--- src/common/ecb_pkg.sv ---
// constants and types shared by the external code bus control block
package ecb_pkg;
    localparam int         REG_AW       = 12;
    localparam int         REG_DW       = 8;
    localparam int         XADDR_W      = 20;
    localparam int         XDATA_W      = 16;
    localparam int         FIELD_W      = 2;
    localparam int         CNT_W        = 2;
    localparam int         PAGE_LSB     = 8;
    localparam int         PAGE_W       = XADDR_W - PAGE_LSB;

    localparam logic [11:0] REG_BTL     = 12'h468;
    localparam logic [11:0] REG_BTH     = 12'h469;
    localparam logic [11:0] REG_CFG     = 12'h46A;
    localparam logic [11:0] REG_STAT    = 12'h46B;

    localparam logic [7:0] BTL_RST      = 8'hEF;
    localparam logic [7:0] BTH_RST      = 8'hFF;
    localparam logic [7:0] CFG_RST      = 8'h00;
    localparam logic [7:0] BTL_MASK     = 8'hEF;
    localparam logic [7:0] CFG_MASK     = 8'h1F;
    localparam logic [7:0] ZERO_BYTE    = 8'h00;

    // field positions, low bit of each two-bit field, or the bit itself for one-bit flags
    localparam int         BTH_DW       = 6;
    localparam int         BTH_DWA      = 4;
    localparam int         BTH_DR       = 2;
    localparam int         BTH_DRA      = 0;
    localparam int         BTL_WM       = 6;
    localparam int         BTL_LATCH_W  = 5;
    localparam int         BTL_CR       = 2;
    localparam int         BTL_CRA      = 0;
    localparam int         CFG_STRETCH_OFF = 4;
    localparam int         CFG_BUS_OFF  = 3;
    localparam int         STAT_SRC     = 0;
    localparam int         STAT_BUSY    = 1;
    localparam int         STAT_WAIT    = 2;

    localparam logic [19:0] INT_CODE_LIMIT = 20'h08000;
    localparam logic [1:0] LATCH_SHORT  = 2'h0;
    localparam logic [1:0] LATCH_LONG   = 2'h1;
    localparam logic [1:0] CNT_ZERO     = 2'h0;
    localparam logic [1:0] CNT_ONE      = 2'h1;

    typedef enum logic [1:0] {
        ST_IDLE   = 2'b00,
        ST_LATCH  = 2'b01,
        ST_ACCESS = 2'b10,
        ST_DONE   = 2'b11
    } ecb_state_t;
endpackage

--- src/hdl/ecb_ctrl.sv ---
// external code bus control: fetch strobe, code source capture, wait stretch
//
// Implementation choice: strobed register access.
`timescale 1ns/10ps
module ecb_ctrl (
    input  wire logic        clk,
    input  wire logic        rst_n,
    input  wire logic [11:0] regAddr,
    input  wire logic [7:0]  regWrData,
    input  wire logic        regWr,
    input  wire logic        regRd,
    output logic [7:0]       regRdData,
    input  wire logic        reqValid,
    input  wire logic        reqCode,
    input  wire logic        reqWrite,
    input  wire logic [19:0] reqAddr,
    input  wire logic [15:0] reqWrData,
    output logic             reqReady,
    output logic             intFetch,
    output logic             reqDone,
    output logic [15:0]      reqRdData,
    input  wire logic        codeSourceWait,
    output logic [19:0]      extAddr,
    output logic             latchStrobe,
    output logic             programFetchStrobeN,
    output logic             readStrobeN,
    output logic             writeStrobeN,
    output logic [15:0]      extDataOut,
    output logic             extDataOe,
    input  wire logic [15:0] extDataIn
);
    ecb_pkg::ecb_state_t stateQ;
    ecb_pkg::ecb_state_t stateD;
    logic [7:0]  timingLowQ;
    logic [7:0]  timingHighQ;
    logic [7:0]  busConfigQ;
    logic [7:0]  statusWord;
    logic        captureDoneQ;
    logic        codeSrcQ;
    logic        waitSync;
    logic        waitActive;
    logic        waitSeenQ;
    logic        stretchOff;
    logic        busOff;
    logic        reqInternal;
    logic        start;
    logic        needLatch;
    logic [1:0]  accLen;
    logic [1:0]  latchLen;
    logic [1:0]  cntQ;
    logic [1:0]  cntD;
    logic [1:0]  accLenQ;
    logic        kindCodeQ;
    logic        kindWrQ;
    logic        curCode;
    logic        curWr;
    logic        lastValidQ;
    logic [11:0] lastPageQ;

    ////////////////////////////////////////////////////////////////////////
    ecb_regs u_regs (
        .clk         (clk),
        .rst_n       (rst_n),
        .regAddr     (regAddr),
        .regWrData   (regWrData),
        .regWr       (regWr),
        .regRd       (regRd),
        .statusIn    (statusWord),
        .regRdData   (regRdData),
        .timingLowQ  (timingLowQ),
        .timingHighQ (timingHighQ),
        .busConfigQ  (busConfigQ)
    );

    ecb_sync2 u_waitSync (
        .clk     (clk),
        .rst_n   (rst_n),
        .asyncIn (codeSourceWait),
        .syncOut (waitSync)
    );

    assign stretchOff = busConfigQ[ecb_pkg::CFG_STRETCH_OFF];
    assign busOff     = busConfigQ[ecb_pkg::CFG_BUS_OFF];
    assign statusWord = {5'h00, waitSeenQ, (stateQ != ecb_pkg::ST_IDLE), codeSrcQ};

    ////////////////////////////////////////////////////////////////////////
    // capture at reset release
    always_ff @(posedge clk or negedge rst_n) begin
        if (!rst_n) begin
            captureDoneQ <= 1'b0;
            codeSrcQ     <= 1'b0;
        end else if (!captureDoneQ) begin
            captureDoneQ <= 1'b1;
            codeSrcQ     <= codeSourceWait;
        end
    end

    assign waitActive = captureDoneQ & waitSync & ~stretchOff;

    always_ff @(posedge clk or negedge rst_n) begin
        if (!rst_n) begin
            waitSeenQ <= 1'b0;
        end else if (stateQ == ecb_pkg::ST_ACCESS && waitActive) begin
            waitSeenQ <= 1'b1;
        end else if (start) begin
            waitSeenQ <= 1'b0;
        end
    end

    ////////////////////////////////////////////////////////////////////////
    // code source routing
    assign reqInternal = reqCode & codeSrcQ & (reqAddr < ecb_pkg::INT_CODE_LIMIT);
    assign reqReady    = captureDoneQ & (stateQ == ecb_pkg::ST_IDLE);
    assign intFetch    = reqValid & reqReady & reqInternal;
    assign start       = reqValid & reqReady & ~reqInternal;

    // new address latch on page change, or when no page is held after reset or bus off
    assign needLatch = ~lastValidQ | (reqAddr[ecb_pkg::XADDR_W-1:ecb_pkg::PAGE_LSB] != lastPageQ);
    assign latchLen  = timingLowQ[ecb_pkg::BTL_LATCH_W] ? ecb_pkg::LATCH_LONG : ecb_pkg::LATCH_SHORT;

    always_comb begin
        if (reqCode) begin
            accLen = needLatch ? timingLowQ[ecb_pkg::BTL_CRA +: ecb_pkg::FIELD_W]
                               : timingLowQ[ecb_pkg::BTL_CR +: ecb_pkg::FIELD_W];
        end else if (reqWrite) begin
            accLen = needLatch ? timingHighQ[ecb_pkg::BTH_DWA +: ecb_pkg::FIELD_W]
                               : timingHighQ[ecb_pkg::BTH_DW +: ecb_pkg::FIELD_W];
        end else begin
            accLen = needLatch ? timingHighQ[ecb_pkg::BTH_DRA +: ecb_pkg::FIELD_W]
                               : timingHighQ[ecb_pkg::BTH_DR +: ecb_pkg::FIELD_W];
        end
    end

    ////////////////////////////////////////////////////////////////////////
    always_comb begin
        stateD = stateQ;
        cntD   = cntQ;
        case (stateQ)
            ecb_pkg::ST_IDLE: begin
                if (start && busOff) begin
                    stateD = ecb_pkg::ST_DONE;
                end else if (start && needLatch) begin
                    stateD = ecb_pkg::ST_LATCH;
                    cntD   = latchLen;
                end else if (start) begin
                    stateD = ecb_pkg::ST_ACCESS;
                    cntD   = accLen;
                end
            end
            ecb_pkg::ST_LATCH: begin
                if (cntQ == ecb_pkg::CNT_ZERO) begin
                    stateD = ecb_pkg::ST_ACCESS;
                    cntD   = accLenQ;
                end else begin
                    cntD = cntQ - ecb_pkg::CNT_ONE;
                end
            end
            ecb_pkg::ST_ACCESS: begin
                if (cntQ != ecb_pkg::CNT_ZERO) begin
                    cntD = cntQ - ecb_pkg::CNT_ONE;
                end else if (!waitActive) begin
                    stateD = ecb_pkg::ST_DONE;
                end
            end
            ecb_pkg::ST_DONE: begin
                stateD = ecb_pkg::ST_IDLE;
            end
            default: begin
                stateD = ecb_pkg::ST_IDLE;
                cntD   = ecb_pkg::CNT_ZERO;
            end
        endcase
    end

    always_ff @(posedge clk or negedge rst_n) begin
        if (!rst_n) begin
            stateQ <= ecb_pkg::ST_IDLE;
            cntQ   <= ecb_pkg::CNT_ZERO;
        end else begin
            stateQ <= stateD;
            cntQ   <= cntD;
        end
    end

    // request capture
    always_ff @(posedge clk or negedge rst_n) begin
        if (!rst_n) begin
            kindCodeQ  <= 1'b0;
            kindWrQ    <= 1'b0;
            accLenQ    <= ecb_pkg::CNT_ZERO;
            extAddr    <= 20'h00000;
            extDataOut <= 16'h0000;
        end else if (start) begin
            kindCodeQ  <= reqCode;
            kindWrQ    <= reqWrite & ~reqCode;
            accLenQ    <= accLen;
            extAddr    <= reqAddr;
            extDataOut <= reqWrData;
        end
    end

    always_ff @(posedge clk or negedge rst_n) begin
        if (!rst_n) begin
            lastValidQ <= 1'b0;
            lastPageQ  <= 12'h000;
        end else if (busOff) begin
            lastValidQ <= 1'b0;
        end else if (start && needLatch) begin
            lastValidQ <= 1'b1;
            lastPageQ  <= reqAddr[ecb_pkg::XADDR_W-1:ecb_pkg::PAGE_LSB];
        end
    end

    ////////////////////////////////////////////////////////////////////////
    // pin outputs registered from next state
    assign curCode = (stateQ == ecb_pkg::ST_IDLE) ? reqCode : kindCodeQ;
    assign curWr   = (stateQ == ecb_pkg::ST_IDLE) ? (reqWrite & ~reqCode) : kindWrQ;

    always_ff @(posedge clk or negedge rst_n) begin
        if (!rst_n) begin
            latchStrobe         <= 1'b0;
            programFetchStrobeN <= 1'b1;
            readStrobeN         <= 1'b1;
            writeStrobeN        <= 1'b1;
            extDataOe           <= 1'b0;
        end else begin
            // latch strobe only in latch phase
            latchStrobe         <= (stateD == ecb_pkg::ST_LATCH);
            // fetch strobe for external code only
            programFetchStrobeN <= ~(stateD == ecb_pkg::ST_ACCESS && curCode);
            readStrobeN         <= ~(stateD == ecb_pkg::ST_ACCESS && !curCode && !curWr);
            writeStrobeN        <= ~(stateD == ecb_pkg::ST_ACCESS && curWr);
            extDataOe           <= (stateD == ecb_pkg::ST_ACCESS && curWr);
        end
    end

    always_ff @(posedge clk or negedge rst_n) begin
        if (!rst_n) begin
            reqDone   <= 1'b0;
            reqRdData <= 16'h0000;
        end else begin
            reqDone <= (stateD == ecb_pkg::ST_DONE);
            if (stateQ == ecb_pkg::ST_ACCESS && stateD == ecb_pkg::ST_DONE && !kindWrQ) begin
                reqRdData <= extDataIn;
            end
        end
    end

    ////////////////////////////////////////////////////////////////////////
    property p_fetch_low;
        @(posedge clk) disable iff (!rst_n)
        stateQ == ecb_pkg::ST_ACCESS && kindCodeQ |-> !programFetchStrobeN;
    endproperty
    a_fetch_low: assert property (p_fetch_low) else $error("fetch strobe high in code access");

    property p_fetch_idle;
        @(posedge clk) disable iff (!rst_n)
        !programFetchStrobeN |-> stateQ == ecb_pkg::ST_ACCESS && kindCodeQ && readStrobeN;
    endproperty
    a_fetch_idle: assert property (p_fetch_idle) else $error("fetch strobe low outside fetch");

    property p_src_hold;
        @(posedge clk) disable iff (!rst_n)
        captureDoneQ |=> captureDoneQ && $stable(codeSrcQ);
    endproperty
    a_src_hold: assert property (p_src_hold) else $error("captured code source changed");

    property p_src_ext;
        @(posedge clk) disable iff (!rst_n)
        reqValid && reqReady && reqCode && !codeSrcQ && !busOff |=> stateQ != ecb_pkg::ST_IDLE;
    endproperty
    a_src_ext: assert property (p_src_ext) else $error("fetch not sent external");

    property p_src_int;
        @(posedge clk) disable iff (!rst_n)
        reqValid && reqReady && reqCode && codeSrcQ
            |-> intFetch == (reqAddr < ecb_pkg::INT_CODE_LIMIT);
    endproperty
    a_src_int: assert property (p_src_int) else $error("internal routing wrong");

    property p_wait_after;
        @(posedge clk) disable iff (!rst_n)
        !captureDoneQ |-> !waitActive;
    endproperty
    a_wait_after: assert property (p_wait_after) else $error("wait used before capture");

    property p_stretch;
        @(posedge clk) disable iff (!rst_n)
        stateQ == ecb_pkg::ST_ACCESS && cntQ == ecb_pkg::CNT_ZERO && waitActive
            |=> stateQ == ecb_pkg::ST_ACCESS && !reqDone;
    endproperty
    a_stretch: assert property (p_stretch) else $error("access not extended");

    property p_release;
        @(posedge clk) disable iff (!rst_n)
        stateQ == ecb_pkg::ST_ACCESS && cntQ == ecb_pkg::CNT_ZERO && !waitActive
            |=> reqDone ##1 !reqDone;
    endproperty
    a_release: assert property (p_release) else $error("access did not end on release");

    property p_latch;
        @(posedge clk) disable iff (!rst_n)
        $rose(latchStrobe) |-> $past(needLatch) && $past(start) && !$past(busOff);
    endproperty
    a_latch: assert property (p_latch) else $error("latch strobe without need");
endmodule

--- src/hdl/ecb_regs.sv ---
// bus timing and configuration registers behind the plain register port
`timescale 1ns/10ps
module ecb_regs (
    input  wire logic        clk,
    input  wire logic        rst_n,
    input  wire logic [11:0] regAddr,
    input  wire logic [7:0]  regWrData,
    input  wire logic        regWr,
    input  wire logic        regRd,
    input  wire logic [7:0]  statusIn,
    output logic [7:0]       regRdData,
    output logic [7:0]       timingLowQ,
    output logic [7:0]       timingHighQ,
    output logic [7:0]       busConfigQ
);
    ////////////////////////////////////////////////////////////////////////
    // upper timing byte
    always_ff @(posedge clk or negedge rst_n) begin
        if (!rst_n) begin
            timingHighQ <= ecb_pkg::BTH_RST;
        end else if (regWr && regAddr == ecb_pkg::REG_BTH) begin
            timingHighQ <= regWrData;
        end
    end

    always_ff @(posedge clk or negedge rst_n) begin
        if (!rst_n) begin
            timingLowQ <= ecb_pkg::BTL_RST;
        end else if (regWr && regAddr == ecb_pkg::REG_BTL) begin
            timingLowQ <= regWrData & ecb_pkg::BTL_MASK;
        end
    end

    always_ff @(posedge clk or negedge rst_n) begin
        if (!rst_n) begin
            busConfigQ <= ecb_pkg::CFG_RST;
        end else if (regWr && regAddr == ecb_pkg::REG_CFG) begin
            busConfigQ <= regWrData & ecb_pkg::CFG_MASK;
        end
    end

    ////////////////////////////////////////////////////////////////////////
    // read data one cycle after the strobe, zero elsewhere
    always_ff @(posedge clk or negedge rst_n) begin
        if (!rst_n) begin
            regRdData <= ecb_pkg::ZERO_BYTE;
        end else if (regRd) begin
            case (regAddr)
                ecb_pkg::REG_BTL:  regRdData <= timingLowQ;
                ecb_pkg::REG_BTH:  regRdData <= timingHighQ;
                ecb_pkg::REG_CFG:  regRdData <= busConfigQ;
                ecb_pkg::REG_STAT: regRdData <= statusIn;
                default:           regRdData <= ecb_pkg::ZERO_BYTE;
            endcase
        end else begin
            regRdData <= ecb_pkg::ZERO_BYTE;
        end
    end

    property p_bth_write;
        @(posedge clk) disable iff (!rst_n)
        regWr && regAddr == ecb_pkg::REG_BTH |=> timingHighQ == $past(regWrData);
    endproperty
    a_bth_write: assert property (p_bth_write) else $error("upper timing byte not written");

    // lower byte write lands, bit 4 stays clear
    property p_btl_write;
        @(posedge clk) disable iff (!rst_n)
        regWr && regAddr == ecb_pkg::REG_BTL
            |=> timingLowQ == ($past(regWrData) & ecb_pkg::BTL_MASK);
    endproperty
    a_btl_write: assert property (p_btl_write) else $error("lower timing byte not written");
endmodule

--- src/hdl/ecb_sync2.sv ---
// two-stage synchroniser for the shared wait pin
`timescale 1ns/10ps
module ecb_sync2 (
    input  wire logic clk,
    input  wire logic rst_n,
    input  wire logic asyncIn,
    output logic      syncOut
);
    logic stage1Q;

    always_ff @(posedge clk or negedge rst_n) begin
        if (!rst_n) begin
            stage1Q <= 1'b0;
            syncOut <= 1'b0;
        end else begin
            stage1Q <= asyncIn;
            syncOut <= stage1Q;
        end
    end
endmodule
--- config.mk ---
export PLATFORM = sky130hd
export DESIGN_NAME = ecb_ctrl
export DESIGN_NICKNAME = d
export VERILOG_FILES = /design/src/common/ecb_pkg.sv /design/src/hdl/ecb_ctrl.sv /design/src/hdl/ecb_regs.sv /design/src/hdl/ecb_sync2.sv
export SDC_FILE = /design/constraint.sdc
export NUM_CORES = 1
export LEC_CHECK = 0
export BUFFER_PORTS_ARGS = -buffer_cell sky130_fd_sc_hd__buf_2
export CELL_PAD_IN_SITES_DETAIL_PLACEMENT = 0
export CELL_PAD_IN_SITES_GLOBAL_PLACEMENT = 2
export CORE_AREA = 2 2 122 124
export CTS_CLUSTER_DIAMETER = 40
export DETAILED_ROUTE_END_ITERATION = 7
export DIE_AREA = 0 0 124 126
export PLACE_DENSITY_LB_ADDON = 0.15
export SLEW_MARGIN = 20
export SYNTH_ARGS = -nofsm -noshare
export SYNTH_HDL_FRONTEND = slang
export SYNTH_SLANG_ARGS = --single-unit
export TNS_END_PERCENT = 50
--- constraint.sdc ---
create_clock -name clk -period 3.8 [get_ports clk]
set_input_delay 0.38 -clock clk [delete_from_list [all_inputs] [get_ports clk]]
set_output_delay 0.38 -clock clk [all_outputs]
set_load 0.01 [all_outputs]
### After elaboration in Yosys (flattened, before gate mapping)

Index checks and enable logic that the tools add are counted.

| word-level totals | value |
|---|---|
| register bits after elaboration | 112 |
| input bits | 80 |
| output and inout port bits | 68 |
| word-level logic and storage cells | 110 |

| cells by class | value |
|---|---|
| add/subtract/negate cells | 1 |
| $lt $le $gt $ge | 1 |
| eq/ne operators | 14 |
| mux-type cells | 27 |
| bitwise logic cells | 18 |
| reductions and logical operators | 24 |

Operator list:

| kind | number |
|---|---|
| 12-bit by 11-bit == test with 1-bit output, second input constant | 4 |
| 2-bit two-way mux | 16 |
| 8-bit one-hot mux with 4 select lines | 1 |
| 20-bit by 16-bit < comparator with 1-bit output, second input constant | 1 |
| 1-bit logical AND | 12 |
| 12-bit != test | 1 |
| 1-bit bitwise AND | 9 |
| 2-bit == test, second input constant | 4 |
| 8-bit two-way mux | 1 |
| 1-bit NOT | 8 |
| 2-bit one-hot mux with 4 select lines | 1 |
| 2-bit nonzero test | 4 |
| 1-bit two-way mux | 7 |
| 2-bit one-hot mux with 3 select lines | 1 |
| 2-bit by 1-bit == test with 1-bit output, second input constant | 2 |
| 2-bit logical NOT | 2 |
| 2-bit != test, second input constant | 2 |
| 4-bit AND reduction | 1 |
| 1-bit logical NOT | 3 |
| 3-bit by 2-bit != test with 1-bit output, second input constant | 1 |
| 3-bit nonzero test | 1 |
| 2-bit AND reduction | 1 |
| 2-bit by 1-bit subtractor with 2-bit output, second input constant | 1 |
| 1-bit bitwise OR | 1 |

### Longest topological paths before layout

Gate-level depths: netlist (run 1).

| logic depth | value |
|---|---|
| word-level depth | 12 |
| depth in mapped cells | 10 |
| gate-level depth less buffers | 8 |

### By module

Synthesis (run 1) repeated with hierarchy kept, for this count alone.

| second synthesis, totals | value |
|---|---|
| cells, all modules | 430 |
| area, all modules | 5006.1 µm² |

Modules (own cells, without submodules):

| module | instances | cells an instance | area each (µm²) | seq. area each (µm²) |
|---|---|---|---|---|
| ecb_ctrl | 1 | 335 | 3622.2 | 2055.7 |
| ecb_regs | 1 | 93 | 1333.8 | 719.4 |
| ecb_sync2 | 1 | 2 | 50.0 | 50.0 |

### Worst setup path after synthesis (run 1)

OpenSTA, ideal clock, no wires.

| timing | value |
|---|---|
| path kind | register to register |
| start point | register stateQ[0] |
| end point | register reqRdData[10] |
| library setup time | 127 ps |
| arrival time | 2299 ps |
| required time | 3673 ps |
| path slack | 1373 ps |
| cell stages (with the launch flop) | 10 |
| path buffers | 2 |
| period minus slack after synthesis | 2427 ps |
| path through | dfrtp_1 -> inv_1 -> ha_1 -> buf_2 -> nand3_1 -> a41o_1 -> nand3_1 -> a2111oi_4 -> buf_6 -> mux2_1 |

| between the ends | value |
|---|---|
| word-level cells in the longest chain between the ends | 11 |
| elaborated cells between the ends (all ways) | 19 |
| classes of those cells | 4 x eq/ne; 7 x mux; 3 x bitwise; 5 x reduce/logical |

Ends and longest elaborated chain:

| element | line | text |
|---|---|---|
| from (decl) | ecb_ctrl.sv:32 | `ecb_pkg::ecb_state_t stateQ;` |
| from (signal assigned) | ecb_ctrl.sv:177 | `stateQ <= ecb_pkg::ST_IDLE;` |
| from (signal assigned) | ecb_ctrl.sv:180 | `stateQ <= stateD;` |
| 2-bit logical NOT | ecb_ctrl.sv:113, ecb_ctrl.sv:138 |  |
| 1-bit bitwise AND | ecb_ctrl.sv:113 | `assign reqReady = captureDoneQ & (stateQ == ecb_pkg::ST_IDLE);` |
| 1-bit bitwise AND (2 in series) | ecb_ctrl.sv:115 | `assign start = reqValid & reqReady & ~reqInternal;` |
| 2-bit two-way mux / 1-bit logical AND (equally long branches) | ecb_ctrl.sv:145, ecb_ctrl.sv:142 |  |
| 2-bit two-way mux | ecb_ctrl.sv:142 | `end else if (start && needLatch) begin` |
| 2-bit two-way mux | ecb_ctrl.sv:140 | `if (start && busOff) begin` |
| 2-bit one-hot mux with 4 select lines | ecb_ctrl.sv:138 | `case (stateQ)` |
| 2-bit == test | ecb_ctrl.sv:243 | `if (stateQ == ecb_pkg::ST_ACCESS && stateD == ecb_pkg::ST_DONE && !kindWrQ) begin` |
| 1-bit logical AND (*) (2 in series) | ecb_ctrl.sv:243 |  |
| to (signal assigned) | ecb_ctrl.sv:244 | `reqRdData <= extDataIn;` |
| to (decl) | ecb_ctrl.sv:21 | `output logic [15:0] reqRdData,` |

Every way passes the cells marked *; elsewhere a longest branch is shown, timed or not.
A chain may end at the register's enable or synchronous reset.

### Worst setup path after layout (run 1)

| timing | value |
|---|---|
| start point | register stateQ[0] |
| end point | register extDataOe |

| between the ends | value |
|---|---|
| word-level cells in the longest chain between the ends | 10 |
| elaborated cells between the ends (all ways) | 19 |
| classes of those cells | 4 x eq/ne; 8 x mux; 3 x bitwise; 4 x reduce/logical |

Ends and longest elaborated chain:

| element | line | text |
|---|---|---|
| 2-bit logical NOT | ecb_ctrl.sv:113, ecb_ctrl.sv:138, ecb_ctrl.sv:217 |  |
| 1-bit bitwise AND | ecb_ctrl.sv:113 |  |
| 1-bit bitwise AND (2 in series) | ecb_ctrl.sv:115 |  |
| 2-bit two-way mux / 1-bit logical AND (equally long branches) | ecb_ctrl.sv:145, ecb_ctrl.sv:142 |  |
| 2-bit two-way mux | ecb_ctrl.sv:142 |  |
| 2-bit two-way mux | ecb_ctrl.sv:140 |  |
| 2-bit one-hot mux with 4 select lines | ecb_ctrl.sv:138 |  |
| 2-bit == test | ecb_ctrl.sv:233 | `extDataOe <= (stateD == ecb_pkg::ST_ACCESS && curWr);` |
| 1-bit logical AND (*) | ecb_ctrl.sv:233 |  |
| to (signal assigned) | ecb_ctrl.sv:233 |  |
| to (decl) | ecb_ctrl.sv:29 | `output logic extDataOe,` |

Marked as above.

==> impl_metrics.ini, run 1 <==
[die]
die_h_microns = 126
rows = 44
die_w_microns = 124
dieArea_sq_mm = 0.0156
initial_core_util = 0.343
pin_count = 148
core_region_area_sq_mm = 0.0143

[worst_setup_path]
crit_fanout = 47
critical_path_arrival_ps = 2840
rr_startpoint = stateQ[0]$_DFF_PN0_
cp-start-kind = register
r2r_setup_slack_ps = 1220
r2r_cells = 9
crit_type = register to register
critPathRequiredTime_ps = 4050
timing.rr.end = extDataOe$_DFF_PN0_
cp-end-kind = register

[routing]
first_iter_violations = 150
antenna_left = 0
wl_per_cell_microns = 15.4
dr.pass1.iters = 4
finalWirelength_microns = 11800
vias_per_cell = 4.71
dr_total_vias = 3629
drc = 0

[yosys]
syn_nets = 523
ys.flop_type = dfrtp_1
seq_area_frac_synth = 0.575
yosysWarnings = 0
synthCells = 437
synthArstFlopShare = 1.00
synth_edf_count = 0
syn-cell-area_sq_mm = 0.00491
ys_seq_elements = 112
syn_area_per_cell_sq_um = 11.2
yosysUniqueCellTypes = 46

[clock_tree]
cts-root-buf = clkbuf_16
cts_tree = done
cts_hold_buffers = 0
cts_sinks = 112
cts_buffers = 9
ctsResizeCount = 0
clkSlewWorstSetupHoldPaths_ps = 70
clk-insertion-delay-late_ps = 360
htree_num_levels = 3
post_cts_buffers = 0
clk_path_buf_depth = 2

[finish]
diodes = 0
drive_gt1_frac = 0.409
fin_nets = 668
syn_to_final_growth_pct = 25.2
num-fill-cells = 1431

[sta]
fmax_mhz = 387
period_minus_slack_ps = 2580
finalCritPeriodShare = 0.679
fin_setup_tns_ps = 0
tightest_slew_ps = 827
finClkSkew_ps = 5.84
setup_viol_count_final = 0
slew_headroom = 0.449
final_max_slew_viol_count = 0
rsz0062_at_grt = false
fin_ws_ps = 1220
hold_viol_final = 0
fin_hold_ws_ps = 107

[grt]
antenna_found_initial = 0
grt_pass1_wl_microns = 19200
grt_pass1_vias = 3883
grt.overflow.total = 0
grt.total_usage = 0.161
grt_max_degree = 63

[power_and_ir_drop]
power_density_mw_per_mm2 = 693
ir_drop_mv = 0.281
p_leak_nw = 3.11
total_power_mw = 4.26

[place]
gp_congestion = 0.739
place_ws_ps = 1220
place_hpwl_microns = 8600
io_buffers = 147

[outcome]
status = complete, no violations

[job]
maxCapViolCount = 0

[worst_hold_path]
hold_path_class = input pin to asynchronous set/reset pin
[flip-flops by register name, indices dropped and copies added, names as in the netlist, 2 cells and up]
register and cells:
extDataOut 16, reqRdData 16, u_regs.regRdData 8, u_regs.busConfigQ 5, extAddr 20, lastPageQ 12, cntQ 2, accLenQ 2
u_regs.timingLowQ 7, u_regs.timingHighQ 8, stateQ 2
[final cells by class]
| cell class | count | area, sq um | area share |
|---|---|---|---|
| Clock buffer | 10 | 239 | 0.0389 |
| Clock inverter | 6 | 58.8 | 0.00956 |
| Inverter | 9 | 33.8 | 0.00549 |
| Multi-Input combinational cell | 297 | 1980 | 0.322 |
| Sequential cell | 112 | 2830 | 0.459 |
| Tap cell | 184 | 230 | 0.0374 |
| Timing Repair Buffer | 153 | 783 | 0.127 |
[worst max-delay path: stages (launching register included)]
cell and delay (ps):
dfrtp_1 430, inv_1 120, ha_1 300, nand3_1 220, a41o_2 170, buf_4 460
a21oi_1 140, o32ai_1 310, nor2_1 140, and2_1 180
[worst max path at each step]
stage	from	to	cells past startpoint
final	stateQ[0]$_DFF_PN0_	extDataOe$_DFF_PN0_	9
after global routing	stateQ[0]$_DFF_PN0_	extDataOe$_DFF_PN0_	9
after CTS	stateQ[0]$_DFF_PN0_	extDataOe$_DFF_PN0_	9
after detailed placement	stateQ[0]$_DFF_PN0_	extDataOe$_DFF_PN0_	9
after global placement	stateQ[0]$_DFF_PN0_	extDataOe$_DFF_PN0_	9
after floorplan	stateQ[0]$_DFF_PN0_	reqRdData[10]$_DFFE_PN0P_	9
[metrics by stage]
step	cells	area, sq um	util
floorplan	437	4910	-
CTS	771	6150	0.430
finish	771	6150	0.430
detailed placement	755	5850	0.409
global route	771	6150	0.430
global placement	755	5850	0.409
[per-layer routing]
layer  vias to the layer above  part of all wire  track usage
met5                         -                 0            0
met4                         0             0.018       0.0668
met2                        78              0.51        0.283
li1                       1746                 -            -
met3                        14             0.045       0.0322
met1                      1791              0.43        0.190
[power breakdown]
part           total [mW]  switching [mW]  internal (mW)
clock network       0.965           0.439          0.526
registers            1.80           0.205           1.59
logic                1.49           0.833          0.662
total                4.26            1.48           2.78
[synthesized netlist by cell type (all sizes together), types with 2 or more instances]
cell type	instances	area share
inv	9	0.0069
o21ai	7	0.0071
and2	2	0.0025
mux4	5	0.024
clkbuf	11	0.0084
nor3	4	0.0051
a21oi	8	0.0089
nor2b	4	0.0051
nand2	133	0.10
mux2	51	0.12
and3	4	0.0051
xnor2	12	0.021
mux2i	11	0.022
dfrtp	94	0.48
nand4	3	0.0038
ha	6	0.015
nor2	20	0.015
o211ai	3	0.0046
nand3	5	0.0051
dfstp	18	0.096
buf	8	0.0084
[logic make-up after synthesis]
family / after synthesis / synth area share
multiplexers: 67 / 0.163
flip-flops: 112 / 0.575
XOR/XNOR: 12 / 0.0214
AO/OA/AOI/OAI: 27 / 0.0392
AND/OR/NAND/NOR: 184 / 0.162
other: 1 / 0.000763
buffers and inverters: 28 / 0.0237
adder cells (fa/ha/maj): 6 / 0.0153
[placed cells by master, fill, tap and decap left out, drive strengths merged, types with 6 or more instances in the layout]
master    n
a21oi     8
ha        6
nand2   133
buf     153
xnor2    12
o21ai     7
nor2     20
dfstp    18
mux2     51
inv       9
dfrtp    94
mux2i    11
clkbuf   10
Power figures use the tool's default switching activity.
==> run 2, diff against run 1 <==
- CORE_AREA: 2 2 122 124 -> 2 2 127 129
- DIE_AREA: 0 0 124 126 -> 0 0 129 131
- clock period: 3.8 -> 2.5 ns (I/O delays scaled with it)
==> run 2 against run 1 <==
  * First-iteration DRC count rose by 6.0%
  * Non-clock buffer count rose by 6
  * Routed wire length rose by 1.4%
  * Fmax rose by 11%
  * Sequential share of layout area fell by 0.62 points
  * Clock power rose by 41%
  * Register-to-register slack got worse by 1000 ps
  * Critical path depth fell by 1
==> impl_metrics.ini, run 2 (same netlist as run 1, synthesis figures left out) <==
[outcome]
status = complete, no violations

[sta]
finalCritPeriodShare = 0.929
hold_viol_final = 0
tightest_slew_ps = 611
fin_setup_tns_ps = 0
rsz0062_at_grt = false
slew_headroom = 0.592
fmax_mhz = 431
setup_viol_count_final = 0
finClkSkew_ps = 7.54
period_minus_slack_ps = 2320
final_max_slew_viol_count = 0

[finish]
max_flop_register = extAddr
fin_cells = 809
fin_nets = 674
diodes = 0
final_cell_mix = buf_2, nand2_1, dfrtp_1
drive_gt1_frac = 0.413
syn_to_final_growth_pct = 26.9
top_regs = extAddr x20, extDataOut x16, reqRdData x16
final_common_cell = buf_2
largest_reg_flops = 20

[worst_setup_path]
crit_fanout = 16
r2r_cells = 8
crit_path_top_delay_cell = dfrtp_1
crit_top_cell = nand3_1
timing.rr.end = reqRdData[6]$_DFFE_PN0P_
max_stage_delay_ps = 360
cp-start-kind = register
critical_path_arrival_ps = 2550
critPathRequiredTime_ps = 2730
r2r_setup_slack_ps = 180
cp-end-kind = register
path_delay_family = compound AO/OA/AOI/OAI gates
crit_chain = inv_1 -> ha_1 -> nand3_1 -> a41o_2 -> nand3_1 -> a2111oi_4 -> buf_4 -> mux2_1
cp_num_buf_inv = 2
rr_startpoint = stateQ[0]$_DFF_PN0_
crit_type = register to register

[worst_hold_path]
hold_depth = 1
hold_path_class = input pin to register
hold_start = codeSourceWait
hold_end = u_waitSync.stage1Q$_DFF_PN0_

[grt]
grt.total_usage = 0.149
grt.overflow.total = 0
grt_max_degree = 52
grt_pass1_wl_microns = 19300
antenna_found_initial = 0
grt_pass1_vias = 3670

[routing]
wl_met1_microns = 5400
met3_length_microns = 463
finalWirelength_microns = 12000
dr_total_vias = 3640
vias_per_cell = 4.50
dr.pass1.iters = 4
top_layer_used = met4
drc = 0
antenna_left = 0
first_iter_violations = 159
route.met2.wl_microns = 5950
wl_per_cell_microns = 14.9

[power_and_ir_drop]
ir_drop_mv = 0.456
power_density_mw_per_mm2 = 1030
p_leak_nw = 3.12

[place]
dp_cells = 792
place_hpwl_microns = 8840
gp_congestion = 0.788
io_buffers = 147

[die]
rows = 46
initial_core_util = 0.315
die_h_microns = 131
pin_count = 148
core_region_area_sq_mm = 0.0156
die_w_microns = 129
dieArea_sq_mm = 0.0169

[job]
maxCapViolCount = 0

[clock_tree]
clk-insertion-delay-late_ps = 360
clkSlewWorstSetupHoldPaths_ps = 70
clk_path_buf_depth = 2
htree_num_levels = 3
cts-root-buf = clkbuf_16
cts_buffers = 9
cts_tree = done
post_cts_buffers = 0
cts_sinks = 112
==> run 2: cell types whose count changed in the layout (fill, tap and decap cells not counted) <==
cell / before / now
clkinv_2: 4 / 2
nand2b_1: 1 / 0
clkbuf_1: 0 / 1
clkinvlp_4: 0 / 3
bufinv_16: 1 / 0
buf_12: 0 / 1
nand2b_2: 0 / 1
buf_4: 7 / 10
buf_6: 0 / 1
dlygate4sd3_1: 0 / 1
clkinv_4: 1 / 0
==> run 2: metrics by stage <==
stage	hold slack (ps)	power, mW	util	worst slack [ps]	instance area (sq um)
final	19.9	6.43	0.400	178	6230
after floorplan	-45.6	4.19	-	73.3	4910
after detailed placement	274	5.14	0.381	186	5940
after CTS	7.20	6.54	0.399	175	6230
after global routing	18.0	6.96	0.400	20.0	6230
after global placement	280	5.11	0.381	241	5940
==> run 2: timing repair <==
action | 4_1_cts | 5_1_grt
resized for setup | 0 | 2
hold buffers | 1 | 0
endpoints found under the setup margin | 0 | 1
hold endpoints to repair | 29 | 0
==> run 2: cell type report <==
type | count | area (sq um)
Timing Repair Buffer | 159 | 847
Clock buffer | 11 | 243
Sequential cell | 112 | 2830
Fill cell | 1580 | 9360
Multi-Input combinational cell | 297 | 1980
Inverter | 9 | 33.8
Tap cell | 216 | 270
Clock inverter | 5 | 32.5
==> run 2: how the worst max path moves through the flow <==
stage | depth (start not counted) | slack, ps | endpoint | startpoint
2_1_floorplan | 9 | 70 | reqRdData[10]$_DFFE_PN0P_ | stateQ[0]$_DFF_PN0_
3_3_place_gp | 8 | 240 | reqRdData[0]$_DFFE_PN0P_ | stateQ[0]$_DFF_PN0_
3_5_place_dp | 8 | 190 | reqRdData[6]$_DFFE_PN0P_ | stateQ[0]$_DFF_PN0_
4_1_cts | 8 | 170 | reqRdData[6]$_DFFE_PN0P_ | stateQ[0]$_DFF_PN0_
5_1_grt | 8 | 20 | reqRdData[6]$_DFFE_PN0P_ | stateQ[0]$_DFF_PN0_
6_report | 8 | 180 | reqRdData[6]$_DFFE_PN0P_ | stateQ[0]$_DFF_PN0_
==> run 2: routing by layer <==
layer | vias to the layer above | GRT usage
li1 | 1751 | -
met1 | 1798 | 0.192
met2 | 79 | 0.249
met3 | 12 | 0.0285
met4 | 0 | 0.0601
met5 | - | 0
==> run 2: power by group <==
group	total, mW	internal [mW]	leakage, nW	switching [mW]
registers	2.74	2.43	1.36	0.310
clock network	1.36	0.701	0.128	0.656
logic	2.34	1.04	1.63	1.29
total	6.43	4.17	3.12	2.26
==> run 3, diff against run 2 <==
- CORE_AREA: 2 2 127 129 -> 2 2 179 93
- DIE_AREA: 0 0 129 131 -> 0 0 181 95
- PLACE_DENSITY: default -> 0.74
- PLACE_DENSITY_LB_ADDON: 0.15 -> default
==> run 3 against run 2 <==
  * Global-route usage decreased by 0.20 points
  * Power increased by 0.45%
  * Critical path depth increased by 1
  * Fmax decreased by 1.1%
  * Non-clock buffer count increased by 1
  * Flip-flop and latch count unchanged
  * Critical path type unchanged
  * Highest routed layer unchanged
==> impl_metrics.ini, run 3 (same netlist as run 1, synthesis figures left out) <==
[worst_setup_path]
cp-start-kind = register
cp-end-kind = register
critical_path_arrival_ps = 2570
crit_fanout = 8
crit_type = register to register
critPathRequiredTime_ps = 2720

[sta]
fin_setup_tns_ps = 0
finClkSkew_ps = 11.2
period_minus_slack_ps = 2350
slew_headroom = 0.516
hold_viol_final = 0
tightest_slew_ps = 724
setup_viol_count_final = 0
final_max_slew_viol_count = 0
finalCritPeriodShare = 0.939
fin_ws_ps = 152
fmax_mhz = 426
fin_hold_ws_ps = 47.1
rsz0062_at_grt = false

[routing]
first_iter_violations = 187
drc = 0
antenna_left = 0
finalWirelength_microns = 12300
dr.pass1.iters = 4
dr_total_vias = 3614
wl_per_cell_microns = 15.3
vias_per_cell = 4.50

[place]
gp_congestion = 0.819
io_buffers = 147
place_ws_ps = 82.0
place_area_sq_mm = 0.00593
dp_cells = 785
place_hpwl_microns = 9230

[finish]
final_core_util = 0.394
num-fill-cells = 1558
largest_reg_flops = 20
top_regs = extAddr x20, extDataOut x16, reqRdData x16
drive_gt1_frac = 0.414
final_common_cell = buf_2
fin_nets = 675
diodes = 0
max_flop_register = extAddr
fin_cells = 804
syn_to_final_growth_pct = 27.1
final_cell_mix = buf_2, nand2_1, dfrtp_1
design_area_sq_mm = 0.00624

[outcome]
status = complete, no violations

[clock_tree]
clk_path_buf_depth = 2
htree_num_levels = 3
clkSlewWorstSetupHoldPaths_ps = 70
cts_buffers = 9
cts_sinks = 112
clk-insertion-delay-late_ps = 340
cts_tree = done
cts-root-buf = clkbuf_16

[job]
maxCapViolCount = 0

[die]
rows = 33
dieArea_sq_mm = 0.0172
core_region_area_sq_mm = 0.0159
pin_count = 148
initial_core_util = 0.310
die_w_microns = 181
die_h_microns = 95

[power_and_ir_drop]
total_power_mw = 6.46
power_density_mw_per_mm2 = 1030
p_leak_nw = 3.13
ir_drop_mv = 0.424

[grt]
grt_max_degree = 47
grt.total_usage = 0.147
antenna_found_initial = 0
grt.overflow.total = 0
grt_pass1_wl_microns = 19500
grt_pass1_vias = 3522

[worst_hold_path]
hold_path_class = input pin to register
## run 3: cell type report
class | instances | area, sq um | share of cell area
clock inverter | 5 | 40.0 | 0.00641
inverter | 9 | 33.8 | 0.00541
clock buffer | 11 | 243 | 0.0389
multi-input combinational | 297 | 1990 | 0.318
timing repair buffer | 160 | 855 | 0.137
sequential | 112 | 2830 | 0.452
tap | 210 | 263 | 0.0421
## run 3: repair_timing
action,in CTS,in global routing
hold endpoints to repair,38,0
gates resized for setup,0,3
buffers inserted,0,1
hold buffers,1,0
setup endpoints to repair,0,18
## run 3: critical path, cell delays in order, from the launching register on
cell and delay, ps:
dfrtp_1 440, inv_1 130, ha_1 190, nand3_2 140, nor2b_4 150, a21oi_2 90, a2111oi_4 350, buf_4 190
clkbuf_4 200, mux2_2 340
## run 3: path summary, 6_finish.rpt
path                                                   start                          endpoint  slack [ps]  depth (start not counted)
worst min-delay path                          codeSourceWait      u_waitSync.stage1Q$_DFF_PN0_          50                          1
max in group asynchronous                              rst_n  u_regs.timingLowQ[7]$_DFFE_PN1P_        1230                          3
worst max register to register           stateQ[1]$_DFF_PN0_          reqRdData[3]$_DFFE_PN0P_         150                          9
worst min register to register  u_waitSync.stage1Q$_DFF_PN0_      u_waitSync.syncOut$_DFF_PN0_         370                          0
worst max-delay path                     stateQ[1]$_DFF_PN0_          reqRdData[3]$_DFFE_PN0P_         150                          9
min in group asynchronous                              rst_n            extAddr[2]$_DFFE_PN0N_         430                          2
## run 3: routing by layer
layer  vias to the layer above  GRT usage  wire [microns]
met3                         4     0.0440            1050
met2                       130      0.207            4900
met1                      1731      0.223            6330
met4                         0     0.0230              37
li1                       1749          -               -
met5                         -          0               0
## run 3: report_power, final
part	total (mW)	internal (mW)	leakage (nW)	switching (mW)
registers	2.73	2.42	1.36	0.307
logic	2.36	1.05	1.64	1.31
clock network	1.36	0.712	0.129	0.651
